File: config.mk
export PLATFORM = sky130hd
export DESIGN_NAME = tcc_ctl
export DESIGN_NICKNAME = d
export VERILOG_FILES = /design/src/pkg/tcc_pkg.sv /design/src/hdl/tcc_ctl.sv /design/src/hdl/tcc_flt.sv
export SDC_FILE = /design/constraint.sdc
export NUM_CORES = 1
export LEC_CHECK = 0
export ABC_AREA = 1
export BUFFER_PORTS_ARGS = -buffer_cell sky130_fd_sc_hd__buf_4
export CAP_MARGIN = 10
export CORE_ASPECT_RATIO = 1.5
export CORE_MARGIN = 2
export CORE_UTILIZATION = 59
export DETAILED_ROUTE_END_ITERATION = 16
export PLACE_DENSITY = 0.81
export SLEW_MARGIN = 20
export SYNTH_ARGS = -nofsm -noshare
export SYNTH_HDL_FRONTEND = slang
export SYNTH_SLANG_ARGS = --single-unit
export TNS_END_PERCENT = 1
File: constraint.sdc
create_clock -name pclk -period 3.7 [get_ports pclk]
set_input_delay 0.555 -clock pclk [delete_from_list [all_inputs] [get_ports pclk]]
set_output_delay 0.555 -clock pclk [all_outputs]
set_load 0.005 [all_outputs]
File: src/pkg/tcc_pkg.sv
// constants, field layout and decode functions of the timer channel control block
// Operation
// - PWM mode 1: up low below, down high above
// - PWM mode 0: up high below, down low above
// - PWM level changes on timing exit or comparison
// - compare control locked at protection 11, output mode
// - shadow enable loads compare value at update
// - fast enable: trigger edge acts as compare match
// - mode select: output, own, neighbour, internal trigger
// - mode select writable only while channel disabled
// - filter counts equal samples, code 0000 bypasses
// - filter code maps sampling rate and sample count
// - prescaler captures every 1, 2, 4, 8 edges
// - prescaler edge count cleared while channel disabled
// - output polarity 0 active high, 1 active low
// - input polarity selects rising or inverted falling edge
// - enable gates active output or capture events
// - enable and polarity at bits 4n and 4n+1
// - input layout: filter, prescaler, mode per channel byte
// - enable register accepts byte, half-word and word writes
package tcc_pkg;

   ////////////////////////////////////////////////////////////////////////////////
   localparam logic [11:0] OFS_MODE = 12'h01C;
   localparam logic [11:0] OFS_CHEN = 12'h020;
   localparam logic [11:0] OFS_CV2 = 12'h03C;
   localparam logic [11:0] OFS_CV3 = 12'h040;
   localparam logic [11:0] OFS_PROTECTION_LEVEL = 12'h044;

   localparam logic [15:0] RST_MODE = 16'h0000;
   localparam logic [15:0] RST_CHEN = 16'h0000;
   localparam logic [15:0] RST_CV = 16'h0000;
   localparam logic [1:0] RST_PROTECTION_LEVEL = 2'h0;

   // enable register: channel n at 4n, polarity one above
   localparam int CHEN_STRIDE = 4;
   localparam int CHEN_EN_POS = 0;
   localparam int CHEN_POL_POS = 1;
   localparam logic [15:0] CHEN_MASK = 16'h3333;

   // mode register: channel 2 in byte 0, channel 3 in byte 1
   localparam int MODE_UPPER = 8;
   localparam int MS_POS = 0;
   localparam int FEN_POS = 2;
   localparam int SEN_POS = 3;
   localparam int CTL_POS = 4;
   localparam int PSC_POS = 2;
   localparam int FLT_POS = 4;

   localparam int PROTECTION_LEVEL_POS = 0;
   localparam int STAT_PREP_POS = 8;
   localparam int STAT_FLT_POS = 9;

   localparam logic [2:0] CMP_TIMING = 3'h0;
   localparam logic [2:0] CMP_SET = 3'h1;
   localparam logic [2:0] CMP_CLR = 3'h2;
   localparam logic [2:0] CMP_TOGGLE = 3'h3;
   localparam logic [2:0] CMP_LOW = 3'h4;
   localparam logic [2:0] CMP_HIGH = 3'h5;
   localparam logic [2:0] CMP_PWM0 = 3'h6;
   localparam logic [2:0] CMP_PWM1 = 3'h7;

   localparam logic [1:0] MS_OUT = 2'h0;
   localparam logic [1:0] MS_OWN = 2'h1;
   localparam logic [1:0] MS_NEIGH = 2'h2;
   localparam logic [1:0] MS_TRIG = 2'h3;
   localparam logic [1:0] PROTECTION_LEVEL_LOCK = 2'h3;

   localparam int DTS_CNT_W = 5;

   ////////////////////////////////////////////////////////////////////////////////
   // filter code to {rate, samples}; rate 0 is the timer clock, k is dead-time clock / 2^k
   function automatic logic [6:0] flt_cfg(input logic [3:0] code);
      case (code)
         4'h0: return {3'h0, 4'h0};
         4'h1: return {3'h0, 4'h2};
         4'h2: return {3'h0, 4'h4};
         4'h3: return {3'h0, 4'h8};
         4'h4: return {3'h1, 4'h6};
         4'h5: return {3'h1, 4'h8};
         4'h6: return {3'h2, 4'h6};
         4'h7: return {3'h2, 4'h8};
         4'h8: return {3'h3, 4'h6};
         4'h9: return {3'h3, 4'h8};
         4'hA: return {3'h4, 4'h5};
         4'hB: return {3'h4, 4'h6};
         4'hC: return {3'h4, 4'h8};
         4'hD: return {3'h5, 4'h5};
         4'hE: return {3'h5, 4'h6};
         default: return {3'h5, 4'h8};
      endcase
   endfunction : flt_cfg

   function automatic logic samp_tick(input logic [2:0] rate, input logic [4:0] cnt);
      logic [4:0] m;
      m = 5'((6'h01 << rate) - 6'h01);
      return (cnt & m) == m;
   endfunction : samp_tick

   // last edge count before a capture: 0, 1, 3 or 7
   function automatic logic [2:0] psc_last(input logic [1:0] psc);
      return 3'((4'h1 << psc) - 4'h1);
   endfunction : psc_last

   function automatic logic [31:0] lane_merge(input logic [31:0] old, input logic [31:0] wd,
                                              input logic [3:0] strb);
      logic [31:0] r;
      r = old;
      for (int b = 0; b < 4; b++) begin
         if (strb[b]) begin
            r[8*b +: 8] = wd[8*b +: 8];
         end
      end
      return r;
   endfunction : lane_merge

endpackage : tcc_pkg
File: src/hdl/tcc_ctl.sv
// capture/compare channel control of a timer: registers, compare output, capture path
`timescale 1ns/1ps
module tcc_ctl (
   input wire logic pclk,
   input wire logic presetn,
   input wire logic [11:0] paddr,
   input wire logic psel,
   input wire logic penable,
   input wire logic pwrite,
   input wire logic [31:0] pwdata,
   input wire logic [3:0] pstrb,
   output logic [31:0] prdata,
   output logic pready,
   output logic pslverr,
   input wire logic [15:0] counter_value,
   input wire logic count_down,
   input wire logic update_event,
   input wire logic trigger_edge,
   input wire logic internal_trigger_input,
   input wire logic ch2_in,
   input wire logic ch3_in,
   output logic ch2_output,
   output logic ch2_output_en,
   output logic [1:0] capture_event
);
   import tcc_pkg::*;

   typedef struct packed {
      logic [15:0] mode;
      logic [15:0] chen;
      logic [1:0] protection_level;
      logic [15:0] cv_pre;
      logic [15:0] cv_act;
      logic prep;
      logic pwm_prev;
      logic [2:0] prev_mode;
      logic out;
      logic [4:0] dts_cnt;
      logic [1:0] s1;
      logic [1:0] s2;
      logic [1:0] sel_q;
      logic [1:0][2:0] ecnt;
      logic [1:0][15:0] capv;
      logic [1:0] cap;
      logic [31:0] rdata;
   } tcc_state_t;

   tcc_state_t st;
   tcc_state_t next_st;
   logic [1:0] filt;
   logic setup, acc, wr, mapped;
   logic [15:0] wmode, keep;
   logic [1:0] ms, edge_ev;
   logic [1:0] psc;
   logic sel;
   logic en, pol;
   logic [2:0] mode2;
   logic lt, gt, match, pwm_lvl, fast_lvl, is_pwm, fast_hit;
   logic [31:0] rd;

   ////////////////////////////////////////////////////////////////////////////////
   // input filters; the sample rate comes from each channel's own filter code
   for (genvar g = 0; g < 2; g++) begin : g_flt
      logic [6:0] cfg;
      assign cfg = flt_cfg(st.mode[MODE_UPPER*g + FLT_POS +: 4]);
      tcc_flt u_flt (
         .pclk(pclk),
         .presetn(presetn),
         .sample_tick(samp_tick(cfg[6:4], st.dts_cnt)),
         .din(st.s2[g]),
         .need(cfg[3:0]),
         .dout(filt[g])
      );
   end

   ////////////////////////////////////////////////////////////////////////////////
   // zero-wait slave; read data is latched in the setup cycle so prdata is a flop
   assign setup = psel && !penable;
   assign acc = psel && penable;
   assign wr = acc && pwrite;
   assign mapped = (paddr == OFS_MODE) || (paddr == OFS_CHEN) || (paddr == OFS_CV2) ||
                   (paddr == OFS_CV3) || (paddr == OFS_PROTECTION_LEVEL);
   assign pready = 1'b1;
   assign pslverr = acc && !mapped;
   assign prdata = st.rdata;

   always_comb begin
      rd = 32'h0000_0000;
      case (paddr)
         OFS_MODE: rd = {16'h0000, st.mode};
         OFS_CHEN: rd = {16'h0000, st.chen};
         OFS_CV2: rd = {16'h0000, (st.mode[MS_POS +: 2] == MS_OUT) ? st.cv_pre : st.capv[0]};
         OFS_CV3: rd = {16'h0000, st.capv[1]};
         OFS_PROTECTION_LEVEL: begin
            rd[PROTECTION_LEVEL_POS +: 2] = st.protection_level;
            rd[STAT_PREP_POS] = st.prep;
            rd[STAT_FLT_POS +: 2] = filt;
         end
         default: rd = 32'h0000_0000;
      endcase
   end

   ////////////////////////////////////////////////////////////////////////////////
   always_comb begin
      next_st = st;
      keep = 16'h0000;
      wmode = 16'h0000;
      ms = 2'h0;
      psc = 2'h0;
      sel = 1'b0;
      en = 1'b0;
      pol = 1'b0;
      edge_ev = 2'h0;
      next_st.s1 = {ch3_in, ch2_in};
      next_st.s2 = st.s1;
      next_st.dts_cnt = 5'(st.dts_cnt + 5'h01);
      next_st.cap = 2'h0;
      if (setup) begin
         next_st.rdata = rd;
      end

      // register writes
      if (wr && paddr == OFS_MODE) begin
         wmode = 16'(lane_merge({16'h0000, st.mode}, pwdata, pstrb));
         for (int i = 0; i < 2; i++) begin
            if (st.chen[CHEN_STRIDE*(i+2) + CHEN_EN_POS]) begin
               keep[MODE_UPPER*i + MS_POS +: 2] = 2'h3;
            end
            if (st.protection_level == PROTECTION_LEVEL_LOCK && st.mode[MODE_UPPER*i + MS_POS +: 2] == MS_OUT) begin
               keep[MODE_UPPER*i + CTL_POS +: 3] = 3'h7;
               keep[MODE_UPPER*i + SEN_POS] = 1'b1;
            end
         end
         next_st.mode = (wmode & ~keep) | (st.mode & keep);
      end
      if (wr && paddr == OFS_CHEN) begin
         next_st.chen = 16'(lane_merge({16'h0000, st.chen}, pwdata, pstrb)) & CHEN_MASK;
      end
      if (wr && paddr == OFS_PROTECTION_LEVEL && pstrb[0]) begin
         next_st.protection_level = pwdata[PROTECTION_LEVEL_POS +: 2];
      end
      if (wr && paddr == OFS_CV2 && st.mode[MS_POS +: 2] == MS_OUT) begin
         next_st.cv_pre = 16'(lane_merge({16'h0000, st.cv_pre}, pwdata, pstrb));
         if (!st.mode[SEN_POS]) begin
            next_st.cv_act = next_st.cv_pre;
         end
      end
      if (update_event && st.mode[SEN_POS]) begin
         next_st.cv_act = next_st.cv_pre;
      end

      // capture path, channel 2 in slot 0 and channel 3 in slot 1
      for (int i = 0; i < 2; i++) begin
         ms = st.mode[MODE_UPPER*i + MS_POS +: 2];
         psc = st.mode[MODE_UPPER*i + PSC_POS +: 2];
         en = st.chen[CHEN_STRIDE*(i+2) + CHEN_EN_POS];
         pol = st.chen[CHEN_STRIDE*(i+2) + CHEN_POL_POS];
         case (ms)
            MS_OWN: sel = filt[i];
            MS_NEIGH: sel = filt[1-i];
            MS_TRIG: sel = internal_trigger_input;
            default: sel = 1'b0;
         endcase
         // raw level kept, so a polarity change alone never looks like an edge
         next_st.sel_q[i] = sel;
         edge_ev[i] = (sel ^ pol) && !(st.sel_q[i] ^ pol) && ms != MS_OUT;
         if (!en) begin
            next_st.ecnt[i] = 3'h0;
         end else if (edge_ev[i]) begin
            if (st.ecnt[i] == psc_last(psc)) begin
               next_st.ecnt[i] = 3'h0;
               next_st.cap[i] = 1'b1;
               next_st.capv[i] = counter_value;
            end else begin
               next_st.ecnt[i] = 3'(st.ecnt[i] + 3'h1);
            end
         end
      end

      // channel 2 compare output
      case (mode2)
         CMP_SET: begin
            if (match) begin
               next_st.prep = 1'b1;
            end
         end
         CMP_CLR: begin
            if (match) begin
               next_st.prep = 1'b0;
            end
         end
         CMP_TOGGLE: begin
            if (match) begin
               next_st.prep = !st.prep;
            end
         end
         CMP_LOW: next_st.prep = 1'b0;
         CMP_HIGH: next_st.prep = 1'b1;
         CMP_PWM0, CMP_PWM1: begin
            if (fast_hit) begin
               next_st.prep = fast_lvl;
            end else if (st.prev_mode == CMP_TIMING || pwm_lvl != st.pwm_prev) begin
               next_st.prep = pwm_lvl;
            end
         end
         default: next_st.prep = st.prep;
      endcase
      next_st.prev_mode = mode2;
      next_st.pwm_prev = pwm_lvl;
      // inactive level equals the polarity bit, so a disabled pin idles inactive
      if (st.chen[CHEN_STRIDE*2 + CHEN_EN_POS] && st.mode[MS_POS +: 2] == MS_OUT) begin
         next_st.out = next_st.prep ^ st.chen[CHEN_STRIDE*2 + CHEN_POL_POS];
      end else begin
         next_st.out = st.chen[CHEN_STRIDE*2 + CHEN_POL_POS];
      end
   end

   assign mode2 = st.mode[CTL_POS +: 3];
   assign lt = counter_value < st.cv_act;
   assign gt = counter_value > st.cv_act;
   assign match = counter_value == st.cv_act;
   assign is_pwm = mode2 == CMP_PWM0 || mode2 == CMP_PWM1;
   // PWM1: up low below, down high above; PWM0 is its inverse sense
   assign pwm_lvl = mode2[0] ? (count_down ? gt : !lt) : (count_down ? !gt : lt);
   assign fast_lvl = mode2[0] ? !count_down : count_down;
   assign fast_hit = is_pwm && st.mode[FEN_POS] && trigger_edge;

   always_ff @(posedge pclk or negedge presetn) begin
      if (!presetn) begin
         st <= '0;
         st.mode <= RST_MODE;
         st.chen <= RST_CHEN;
         st.protection_level <= RST_PROTECTION_LEVEL;
         st.cv_pre <= RST_CV;
         st.cv_act <= RST_CV;
      end else begin
         st <= next_st;
      end
   end

   assign ch2_output = st.out;
   assign ch2_output_en = st.chen[CHEN_STRIDE*2 + CHEN_EN_POS] && st.mode[MS_POS +: 2] == MS_OUT;
   assign capture_event = st.cap;
endmodule : tcc_ctl

File: src/hdl/tcc_flt.sv
// digital input filter: accepts a level after a run of equal samples
`timescale 1ns/1ps
module tcc_flt (
   input wire logic pclk,
   input wire logic presetn,
   input wire logic sample_tick,
   input wire logic din,
   input wire logic [3:0] need,
   output logic dout
);
   import tcc_pkg::*;

   typedef struct packed {
      logic last;
      logic [3:0] cnt;
      logic dout;
   } tcc_flt_state_t;

   tcc_flt_state_t st;
   tcc_flt_state_t next_st;
   logic [3:0] run;

   ////////////////////////////////////////////////////////////////////////////////
   always_comb begin
      next_st = st;
      run = 4'h0;
      if (need == 4'h0) begin
         next_st.dout = din;
         next_st.last = din;
         next_st.cnt = 4'h0;
      end else if (sample_tick) begin
         if (din != st.last) begin
            run = 4'h1;
         end else if (st.cnt < need) begin
            run = 4'(st.cnt + 4'h1);
         end else begin
            run = st.cnt;
         end
         next_st.last = din;
         next_st.cnt = run;
         if (run >= need) begin
            next_st.dout = din;
         end
      end
   end

   always_ff @(posedge pclk or negedge presetn) begin
      if (!presetn) begin
         st <= '0;
      end else begin
         st <= next_st;
      end
   end

   assign dout = st.dout;
endmodule : tcc_flt

Word level (Yosys, flattened, before mapping)
Memories as Yosys holds them, arrays and structs flattened. Index checks and enable logic that the tools add are counted.

Memories: 2. Bits in registers: 159. Word-level logic and storage cells: 203. ROM bits: 224. Bits of input ports: 75.

Magnitude comparators: 6. Bitwise gates (word level): 11. Reductions and logical operators: 54. $add $sub $neg: 9. Shifts and indexed selects: 4. Mux-type cells: 61. Equality and inequality tests: 30.

Memory list: (name not given) (depth 16, width 7, rd ports 1, clocked after Yosys merged registers in 0, write ports 0, RTL line tcc_pkg.sv:74) `case (code)`; (name not given) (depth 16, width 7, rd ports 1, clocked after Yosys merged registers in 0, write ports 0, RTL line tcc_pkg.sv:74).

Operator list (number): $mux 16 (3); $mux 4 (12); $mux 8 (6); $mux 32 (1); $eq 12x6->1 const B (2); $eq 12x7->1 const B (2); $mux 6 (4); $pmux 6 s4 (1); $logic_and 1x1->1 (20); $pmux 5 s4 (1); $mux 1 (18); $mux 3 (6); $and 16x15->16 (1); $and 16x16->16 (1); $eq 16x16->1 (1); $gt 16x16->1 (1); $lt 16x16->1 (1); $not 15->16 (1); $or 16x16->16 (1); $pmux 3 s5 (1); $reduce_bool 2->1 (7); $eq 12x5->1 const B (1); $eq 3x3->1 const B (4); $and 5x5->5 (2); other kinds (30) (77).

Logic depth before layout (Yosys ltp)
Gate-level depths: netlist (run 1).

Word-level depth: 11. Gate-level depth with buffers: 23. Mapped depth without buffers: 23.

By module
Synthesis (run 1) repeated with hierarchy kept, for this count alone.

Cells, all modules: 1090. Area total of the unflattened synthesis: 8563.2 um^2.

By module, submodules not included: tcc_ctl (area an instance 7377.1 um^2, instances 1, cells each 922, sequential area each 3278.1 um^2); tcc_flt (area an instance 593.1 um^2, instances 2, cells each 84, sequential area each 150.1 um^2).

Worst setup path before layout (run 1)
No wires, ideal clock.

Path type: reg-to-reg. Start: register with a tool-made name. End: register g_flt[0].u_flt.st, in the netlist g_flt[0].u_flt.dout. Required time: 3624 ps. Setup slack: 584 ps. Stages on the path, launching flop included: 22. Clock period less this slack: 3116 ps. Path buffers: 0. Arrival: 3040 ps. Path through: dfrtp_1 inv_1 ha_1 a211oi_1 inv_1 o21ai_0 inv_1 ha_1 a21oi_1 nand2_1 nor2_1 nor2_1 nor2_1 ha_1 inv_1 a21boi_0 o21a_1 o21ai_0 nand2_1 o21ai_1 nand2_1 o21ai_1.

RTL lines: end signal: assignment (RTL line tcc_flt.sv:51) `st <= next_st;`; end: declaration (RTL line tcc_flt.sv:19) `tcc_flt_state_t st;`.

==> flow_summary.ini, run 1 <==
[setup_path]
rrSetupSlack_ns = 0.39
crit_required_ns = 4.05
setup.worst_path.class = flop to flop
cp-start-kind = flop
r2r_end = g_flt[0].u_flt.dout
reg2regPathDepth = 19
endpoint_kind = flop
cp_max_fo = 7
arrival_ns = 3.66

[sta]
setup_tns_ns = 0
relSlewSlack_pct = 47.32
fin_crit_sh_pct = 89.50
worst_pin_slew_ns = 0.7874
setup_viol = 0
hold_viol = 0
final-max-slew-violation-count = 0
min_period_ns = 3.312
skew_ns = 0.009609
rsz0062_at_grt = false
max_freq_mhz = 302.0

[synthesis]
synthTopCellsByArea = dfrtp_1 (42%), nand2_1 (9.8%), ha_1 (6.9%), inv_1 (5.5%), o21ai_0 (5.4%)
ys_ff_latch = 143
synth-warning-count = 0
synth_ff_type = dfrtp_1
syn_avg_cell_area_um2 = 8.342
syn_area_mm2 = 0.008476
synthDistinctLibCells = 59
ys_seq_area_share_pct = 42.22
async_flop_share_pct = 100.0
syn_inst = 1016
synthMostInstantiatedCell = nand2_1
synth_area_leader_cell = dfrtp_1
synth_edf_count = 0
yosys.area.top_type_share_pct = 42.22
synthTopCellsByCount = nand2_1 (221), dfrtp_1 (143), inv_1 (124), o21ai_0 (92), nor2_1 (51)

[cts]
clockBufferDepth = 2
cts_sinks = 143
cts_max_level = 4
clk_latency_ns = 0.42
cts_tree = built
cts.clk_slew.worst_paths_ns = 0.06
cts_buffers = 17
cts_hold_buf = 0
clockRootBuffer = clkbuf_16
cts_setup_buffers = 0

[placement]
dp_hpwl_um = 15500
gp_congestion = 0.9548
numPortBuffers = 77

[final_layout]
final_layout_size_suffix_gt1_share_pct = 16.93
fin_util_pct = 68.52
syn_to_final_growth_pct = 13.66
nets = 1198
antenna_cells = 0
fill_cells = 1153

[detailed_routing]
wl_met1_um = 8692
drc = 0
ant_nets = 0
wire_per_inst_um = 16.65
viasPerCell = 5.608
routed_wl_um = 21300
met3WireLength_um = 1068
dr_wl_met2_um = 10540
first_pass_iters = 5
dr.first_iter.drc_count = 529
num_vias = 7172
routed.top_layer = met4

[pwr]
ir_worst_vdd_mv = 0.3359
p_per_area_mw_per_mm2 = 375.9
static-leakage-power_uw = 0.004833

[floorplan]
die_area_mm2 = 0.01536
start_util_pct = 60.29
die_x_um = 101.9
die_height_um = 150.8
coreArea_mm2 = 0.01406
fp-row-count = 53
num_io_pins = 113

[global_route]
grt_max_degree = 75
grt_overflow = 0
grt_usage_pct = 29.26
grt_pass1_wl_um = 34760
grt_pass1_vias = 7163
antenna_found_initial = 0

[outcome]
outcome = completed

[worst_hold_path]
hold_path.class = input port to async pin

[run]
maxCapViolations = 0
## through the flow
step | hold WS (ns) | power [µW] | cell area [µm²] | cells | setup WS [ns]
floorplan | 0.2594 | 1788 | 8532 | 1031 | 0.5839
global placement | 0.3332 | 1907 | 9027 | 1249 | 0.3812
detailed placement | 0.3379 | 1913 | 9027 | 1249 | 0.2845
CTS | 0.1926 | 3627 | 9614 | 1279 | 0.2504
global route | 0.2150 | 3728 | 9633 | 1279 | 0.008620
finish | 0.1526 | 3621 | 9633 | 1279 | 0.3885
## power breakdown
part | total (µW) | switching, µW | internal (µW)
Clock | 1730 | 664 | 1070
Combinational | 271 | 165 | 107
Sequential | 1620 | 27.9 | 1590
Total | 3620 | 856 | 2760
## flip-flops by register name (all words and copies together) (netlist names), named ones only
register	count
pol	1
st	95
next_st	2
en	1
prdata	16
g_flt.u_flt.dout	2
psc	1
ch2_output	1
capture_event	2
g_flt.u_flt.st	10
## placed cells by master, fill, tap and decap left out, types with 17 or more instances in the layout
cell / n
a21oi_1: 28
a21oi_2: 17
o21ai_0: 91
buf_4: 85
nand3_1: 38
nor2_1: 49
o211ai_1: 17
dfrtp_1: 143
conb_1: 17
nand2_1: 221
clkbuf_16: 17
ha_1: 46
inv_1: 121
## worst max-delay path by stage
stage / start / end / slack [ns] / depth (start not counted)
2_1_floorplan: flop / g_flt[0].u_flt.dout / 0.58 / 21
3_3_place_gp: flop / g_flt[1].u_flt.dout / 0.38 / 18
3_5_place_dp: flop / g_flt[0].u_flt.dout / 0.28 / 22
4_1_cts: flop / g_flt[0].u_flt.dout / 0.25 / 22
5_1_grt: flop / g_flt[0].u_flt.dout / 0.009 / 23
6_report: flop / g_flt[0].u_flt.dout / 0.39 / 19
## worst max-delay path: stages (launching register included)
cell      delay, ns
dfrtp_1        0.36
buf_4          0.17
ha_2           0.21
nor2_1         0.07
a211oi_1       0.21
inv_1          0.08
o21ai_0        0.07
inv_1          0.09
ha_1           0.30
a21oi_1        0.16
nand2_1        0.14
a211oi_1       0.32
ha_1           0.29
a21boi_0       0.12
o21a_1         0.16
o21ai_0        0.13
nand2_1        0.08
o21ai_2        0.13
nand2_1        0.06
o21ai_1        0.07
## routing by layer
layer / track usage [%] / vias to the layer above
met2: 48.91 / 295
met3: 4.707 / 72
met1: 36.13 / 3337
li1: - / 3468
met5: 0 / -
met4: 15.47 / 0
## cell families after synthesis
group / synth area share (%)
AOI/OAI and AO/OA: 18.45
buffers and inverters: 10.75
adders and majority gates: 6.938
xor gates and xnor gates: 1.550
other: 0.08861
muxes: 1.358
DFF: 42.22
and+or+nand+nor: 18.64
## cell type report
class	count	area, µm²	share of cell area (%)
flip-flops and latches	143	3578	37.15
clock inverters	10	140.1	1.455
multi-input cells	695	4061	42.16
well taps	192	240.2	2.494
repair buffers	87	669.4	6.949
clock buffers	20	446.7	4.637
inverters	132	496.7	5.157
## timing repair
action                                 4_1_cts  5_1_grt
resized for setup                            0        9
setup endpoints to repair                    0        2
endpoints found under the hold margin        0        0
Power figures use the tool's default switching activity.
==> run 2: changes to the inputs <==
MAX_ROUTING_LAYER = met4   (was unset)
==> flow_summary.ini, run 2 (same netlist as run 1, synthesis figures left out) <==
[outcome]
outcome = completed

[floorplan]
coreArea_mm2 = 0.01406
fp-row-count = 53
die_area_mm2 = 0.01536
die_x_um = 101.9
start_util_pct = 60.29
num_io_pins = 113
die_height_um = 150.8

[setup_path]
setup.worst_path.class = flop to flop
crit_family = compound AO/OA/AOI/OAI gates
arrival_ns = 3.69
endpoint_kind = flop
r2r_end = g_flt[0].u_flt.dout
cp-start-kind = flop
crit_chain = inv_1 > ha_1 > a211oi_1 > inv_1 > o21ai_0 > inv_1 > ha_1 > a21oi_1 > nand2_1 > nor2_1 > nor2_1 > nor2_1 > ha_1 > inv_1 > a21boi_0 > o21a_1 > o21ai_0 > nand2_1 > o21ai_1 > nand2_1 > o21ai_1
slowest_delay_ns = 0.37
crit_required_ns = 4.05
crit_slowest_cell = dfrtp_1
rrSetupSlack_ns = 0.36
crit_cells = 21
path_common_cell = inv_1
reg2regPathDepth = 21
cp_max_fo = 5
worst-path-buf-inv = 4

[detailed_routing]
ant_nets = 0
num_vias = 7248
first_pass_iters = 6
drc = 0
viasPerCell = 5.658
routed_wl_um = 21480
dr.first_iter.drc_count = 620
wire_per_inst_um = 16.76

[cts]
cts_setup_buffers = 0
clk_latency_ns = 0.42
clockRootBuffer = clkbuf_16
cts_buffers = 17
cts.clk_slew.worst_paths_ns = 0.06
cts_tree = built
cts_max_level = 4
clockBufferDepth = 2
cts_sinks = 143

[final_layout]
nets = 1200
largest_reg_flops = 95
mostFrequentLayoutCell = nand2_1
syn_to_final_growth_pct = 14.50
final_area_mm2 = 0.009704
final_cell_mix = nand2_1 (221), dfrtp_1 (143), inv_1 (123)
regMostFlops = st
final_layout_size_suffix_gt1_share_pct = 16.80
antenna_cells = 0

[placement]
dp_hpwl_um = 15370
dpl_cell_area_mm2 = 0.009042
gp_congestion = 0.9577
numPortBuffers = 77

[sta]
worst_pin_slew_ns = 0.8132
min_period_ns = 3.340
final-max-slew-violation-count = 0
relSlewSlack_pct = 45.79
setup_tns_ns = 0
fin_crit_sh_pct = 90.26
setup_viol = 0
skew_ns = 0.007080
max_freq_mhz = 299.4
rsz0062_at_grt = false
hold_viol = 0

[pwr]
p_int_uw = 2938
seq_power_share_pct = 42.7
swShare_pct = 22.45
ir_worst_vdd_mv = 0.3043
p_per_area_mw_per_mm2 = 390.4
static-leakage-power_uw = 0.004884
p_clk_share_pct = 50.1
p_comb_share_pct = 7.2
switchingPower_uw = 850.3

[run]
maxCapViolations = 0

[global_route]
antenna_found_initial = 0
grt_usage_pct = 29.98
grt_pass1_vias = 7198
grt_max_degree = 85
grt_pass1_wl_um = 34570
grt_overflow = 0

[worst_hold_path]
hold_path.class = input port to async pin
run 2: cell count changes in the layout (fill, tap and decap cells not counted), sizes merged:
cell | before | now
clkinvlp | 3 | 1
bufinv | 3 | 5
buf | 87 | 89
run 2: final cells by class:
class | instances | area (µm²)
Inverter | 132 | 496.7
Clock inverter | 10 | 185.2
Timing Repair Buffer | 89 | 684.4
Tap cell | 192 | 240.2
Sequential cell | 143 | 3578
Multi-Input combinational cell | 695 | 4053
Fill cell | 1146 | 4354
Clock buffer | 20 | 466.7
run 2: worst max-delay path by stage:
stage | startpoint | to | slack, ns
2_1_floorplan | flop | g_flt[0].u_flt.dout | 0.58
3_3_place_gp | flop | g_flt[1].u_flt.dout | 0.37
6_report | flop | g_flt[0].u_flt.dout | 0.36
4_1_cts | flop | g_flt[1].u_flt.dout | 0.22
3_5_place_dp | flop | g_flt[1].u_flt.dout | 0.23
5_1_grt | flop | g_flt[0].u_flt.dout | 0.004
run 2: repair_timing:
item	in CTS	in global routing
endpoints found under the setup margin	0	2
hold buffers	0	0
gates resized for setup	0	4
run 2: per-layer routing:
metal | part of all wire [%] | global-route usage (%) | routed length (µm) | up-vias
li1 | - | - | - | 3466
met1 | 40 | 35.21 | 8547 | 3415
met2 | 50 | 49.90 | 10710 | 302
met3 | 6.1 | 4.938 | 1302 | 65
met4 | 4.3 | 14.40 | 914 | 0
met5 | 0 | - | 0 | -
run 2: power groups by stage:
stage	sequential [µW]	combinational, µW	clock (µW)
6_report	1620	272	1900
5_1_grt	1620	308	1980
4_1_cts	1620	273	1910
3_5_place_dp	1640	271	0
3_3_place_gp	1640	265	0
2_1_floorplan	1630	154	0
run 2: through the flow:
step	power (µW)	cells	utilization (%)	hold slack, ns	worst slack (ns)
finish	3788	1281	69.03	0.1892	0.3603
global route	3910	1281	69.03	0.2277	0.003502
CTS	3797	1281	68.96	0.2318	0.2162
detailed placement	1915	1251	64.32	0.3355	0.2315
global placement	1908	1251	64.32	0.3338	0.3712
floorplan	1788	1031	-	0.2594	0.5839
==> run 3: changes to the inputs <==
CAP_MARGIN = unset   (was 10)
CELL_PAD_IN_SITES_DETAIL_PLACEMENT = 1   (was unset)
CELL_PAD_IN_SITES_GLOBAL_PLACEMENT = 2   (was unset)
CORE_UTILIZATION = 38   (was 59)
PLACE_DENSITY = unset   (was 0.81)
PLACE_DENSITY_LB_ADDON = 0.1   (was unset)
clock period = 4.2 ns   (was 3.7 ns; I/O delays follow)
==> flow_summary.ini, run 3 (same netlist as run 1, synthesis figures left out) <==
[cts]
cts_hold_buf = 0
clk_latency_ns = 0.43
clockBufferDepth = 2
clockRootBuffer = clkbuf_16
cts_max_level = 4
cts_buffers = 17
cts.clk_slew.worst_paths_ns = 0.06
cts_sinks = 143
cts_tree = built

[global_route]
antenna_found_initial = 0
grt_pass1_wl_um = 39960
grt_max_degree = 74
grt_overflow = 0
grt_pass1_vias = 7299
grt_usage_pct = 22.37

[final_layout]
antenna_cells = 0
syn_to_final_growth_pct = 16.40
regMostFlops = st
final_cell_mix = nand2_1 (221), dfrtp_1 (142), inv_1 (124)
final_layout_size_suffix_gt1_share_pct = 16.70
largest_reg_flops = 95
fill_cells = 2628
fin_cells = 1362
nets = 1200
mostFrequentLayoutCell = nand2_1

[sta]
relSlewSlack_pct = 47.34
skew_ns = 0.01116
final-max-slew-violation-count = 0
setup_tns_ns = 0
min_period_ns = 3.589
worst_pin_slew_ns = 0.7872
fin_crit_sh_pct = 85.46
hold_viol = 0
setup_viol = 0
max_freq_mhz = 278.6
rsz0062_at_grt = false

[floorplan]
num_io_pins = 113
coreArea_mm2 = 0.02180
fp-row-count = 66
start_util_pct = 38.88
die_area_mm2 = 0.02354
die_height_um = 186.9
die_x_um = 125.9

[worst_hold_path]
hold_path.class = input port to async pin

[setup_path]
rrSetupSlack_ns = 0.61
cp_max_fo = 7
reg2regPathDepth = 22
crit_required_ns = 4.55
setup.worst_path.class = flop to flop
worstSetupEndpoint = g_flt[0].u_flt.dout
endpoint_kind = flop
r2r_end = g_flt[0].u_flt.dout
cp-start-kind = flop
arrival_ns = 3.94

[pwr]
p_per_area_mw_per_mm2 = 361.2
static-leakage-power_uw = 0.004917
ir_worst_vdd_mv = 0.2598

[placement]
dp_hpwl_um = 18830
numPortBuffers = 77
gp_congestion = 0.8222
place_inst = 1331

[detailed_routing]
wire_per_inst_um = 18.26
dr.first_iter.drc_count = 254
routed_wl_um = 24870
drc = 0
first_pass_iters = 6
ant_nets = 0
viasPerCell = 5.147
num_vias = 7010

[run]
maxCapViolations = 0

[outcome]
outcome = completed
[run 3: report_power, final]
group	switching, µW	total [µW]	internal (µW)
Clock	603	1900	1290
Sequential	23.6	1420	1400
Combinational	150	243	93.4
[run 3: worst min path at each step]
stage                            from              endpoint  slack (ns)  depth (start not counted)
after floorplan               presetn             async pin        0.33                          0
after CTS                     presetn  g_flt[0].u_flt.st[1]        0.25                          1
after global routing          presetn  g_flt[0].u_flt.st[1]        0.25                          1
after global placement    next_st[75]                st[75]        0.34                          0
after detailed placement  next_st[75]                st[75]        0.34                          0
final                         presetn  g_flt[0].u_flt.st[1]        0.21                          1
[run 3: final cells by class]
type | instances | area, µm² | share of cell area, %
sequential | 143 | 3580 | 36.28
inverter | 132 | 496.7 | 5.035
tap | 272 | 340.3 | 3.450
clock buffer | 21 | 480.5 | 4.870
timing repair buffer | 89 | 671.9 | 6.810
multi-input combinational | 695 | 4043 | 40.98
clock inverter | 10 | 254.0 | 2.575
[run 3: worst max-delay path: stages, from the launching register on]
cell and delay, ns:
dfrtp_1 0.46, inv_1 0.22, ha_1 0.25, nor2_1 0.07
a211oi_1 0.18, inv_1 0.08, o21ai_0 0.08, inv_1 0.10
ha_1 0.29, a21oi_1 0.15, nand2_1 0.13, nor2_1 0.20
nor2_1 0.08, nor2_1 0.15, ha_1 0.25, inv_1 0.05
a21boi_0 0.07, o21a_1 0.17, o21ai_0 0.14, nand2_1 0.07
o21ai_1 0.18, nand2_1 0.07, o21ai_1 0.07
[run 3: routing by layer]
layer / track usage, % / wire length (µm) / vias up / share of wire [%]
li1: - / - / 3466 / -
met1: 27.25 / 10980 / 3403 / 44
met2: 38.03 / 12690 / 113 / 51
met3: 3.146 / 663 / 28 / 2.7
met4: 7.481 / 543 / 0 / 2.2
met5: - / 0 / - / 0
[run 3: repair_timing]
item,CTS,global route
gates resized for setup,0,1
endpoints found under the setup margin,0,1
buffers inserted,0,0
[run 3: through the flow]
step	instance area, µm²	setup slack [ns]	power [µW]	hold WS [ns]	utilization (%)
after CTS	9864	0.4755	3606	0.2537	45.25
after detailed placement	9130	0.4997	1698	0.3363	41.88
after global routing	9866	0.02147	3692	0.2503	45.25
after floorplan	8532	1.084	1575	0.3312	-
after global placement	9130	0.6178	1695	0.3356	41.88
final	9866	0.6109	3564	0.2099	45.25
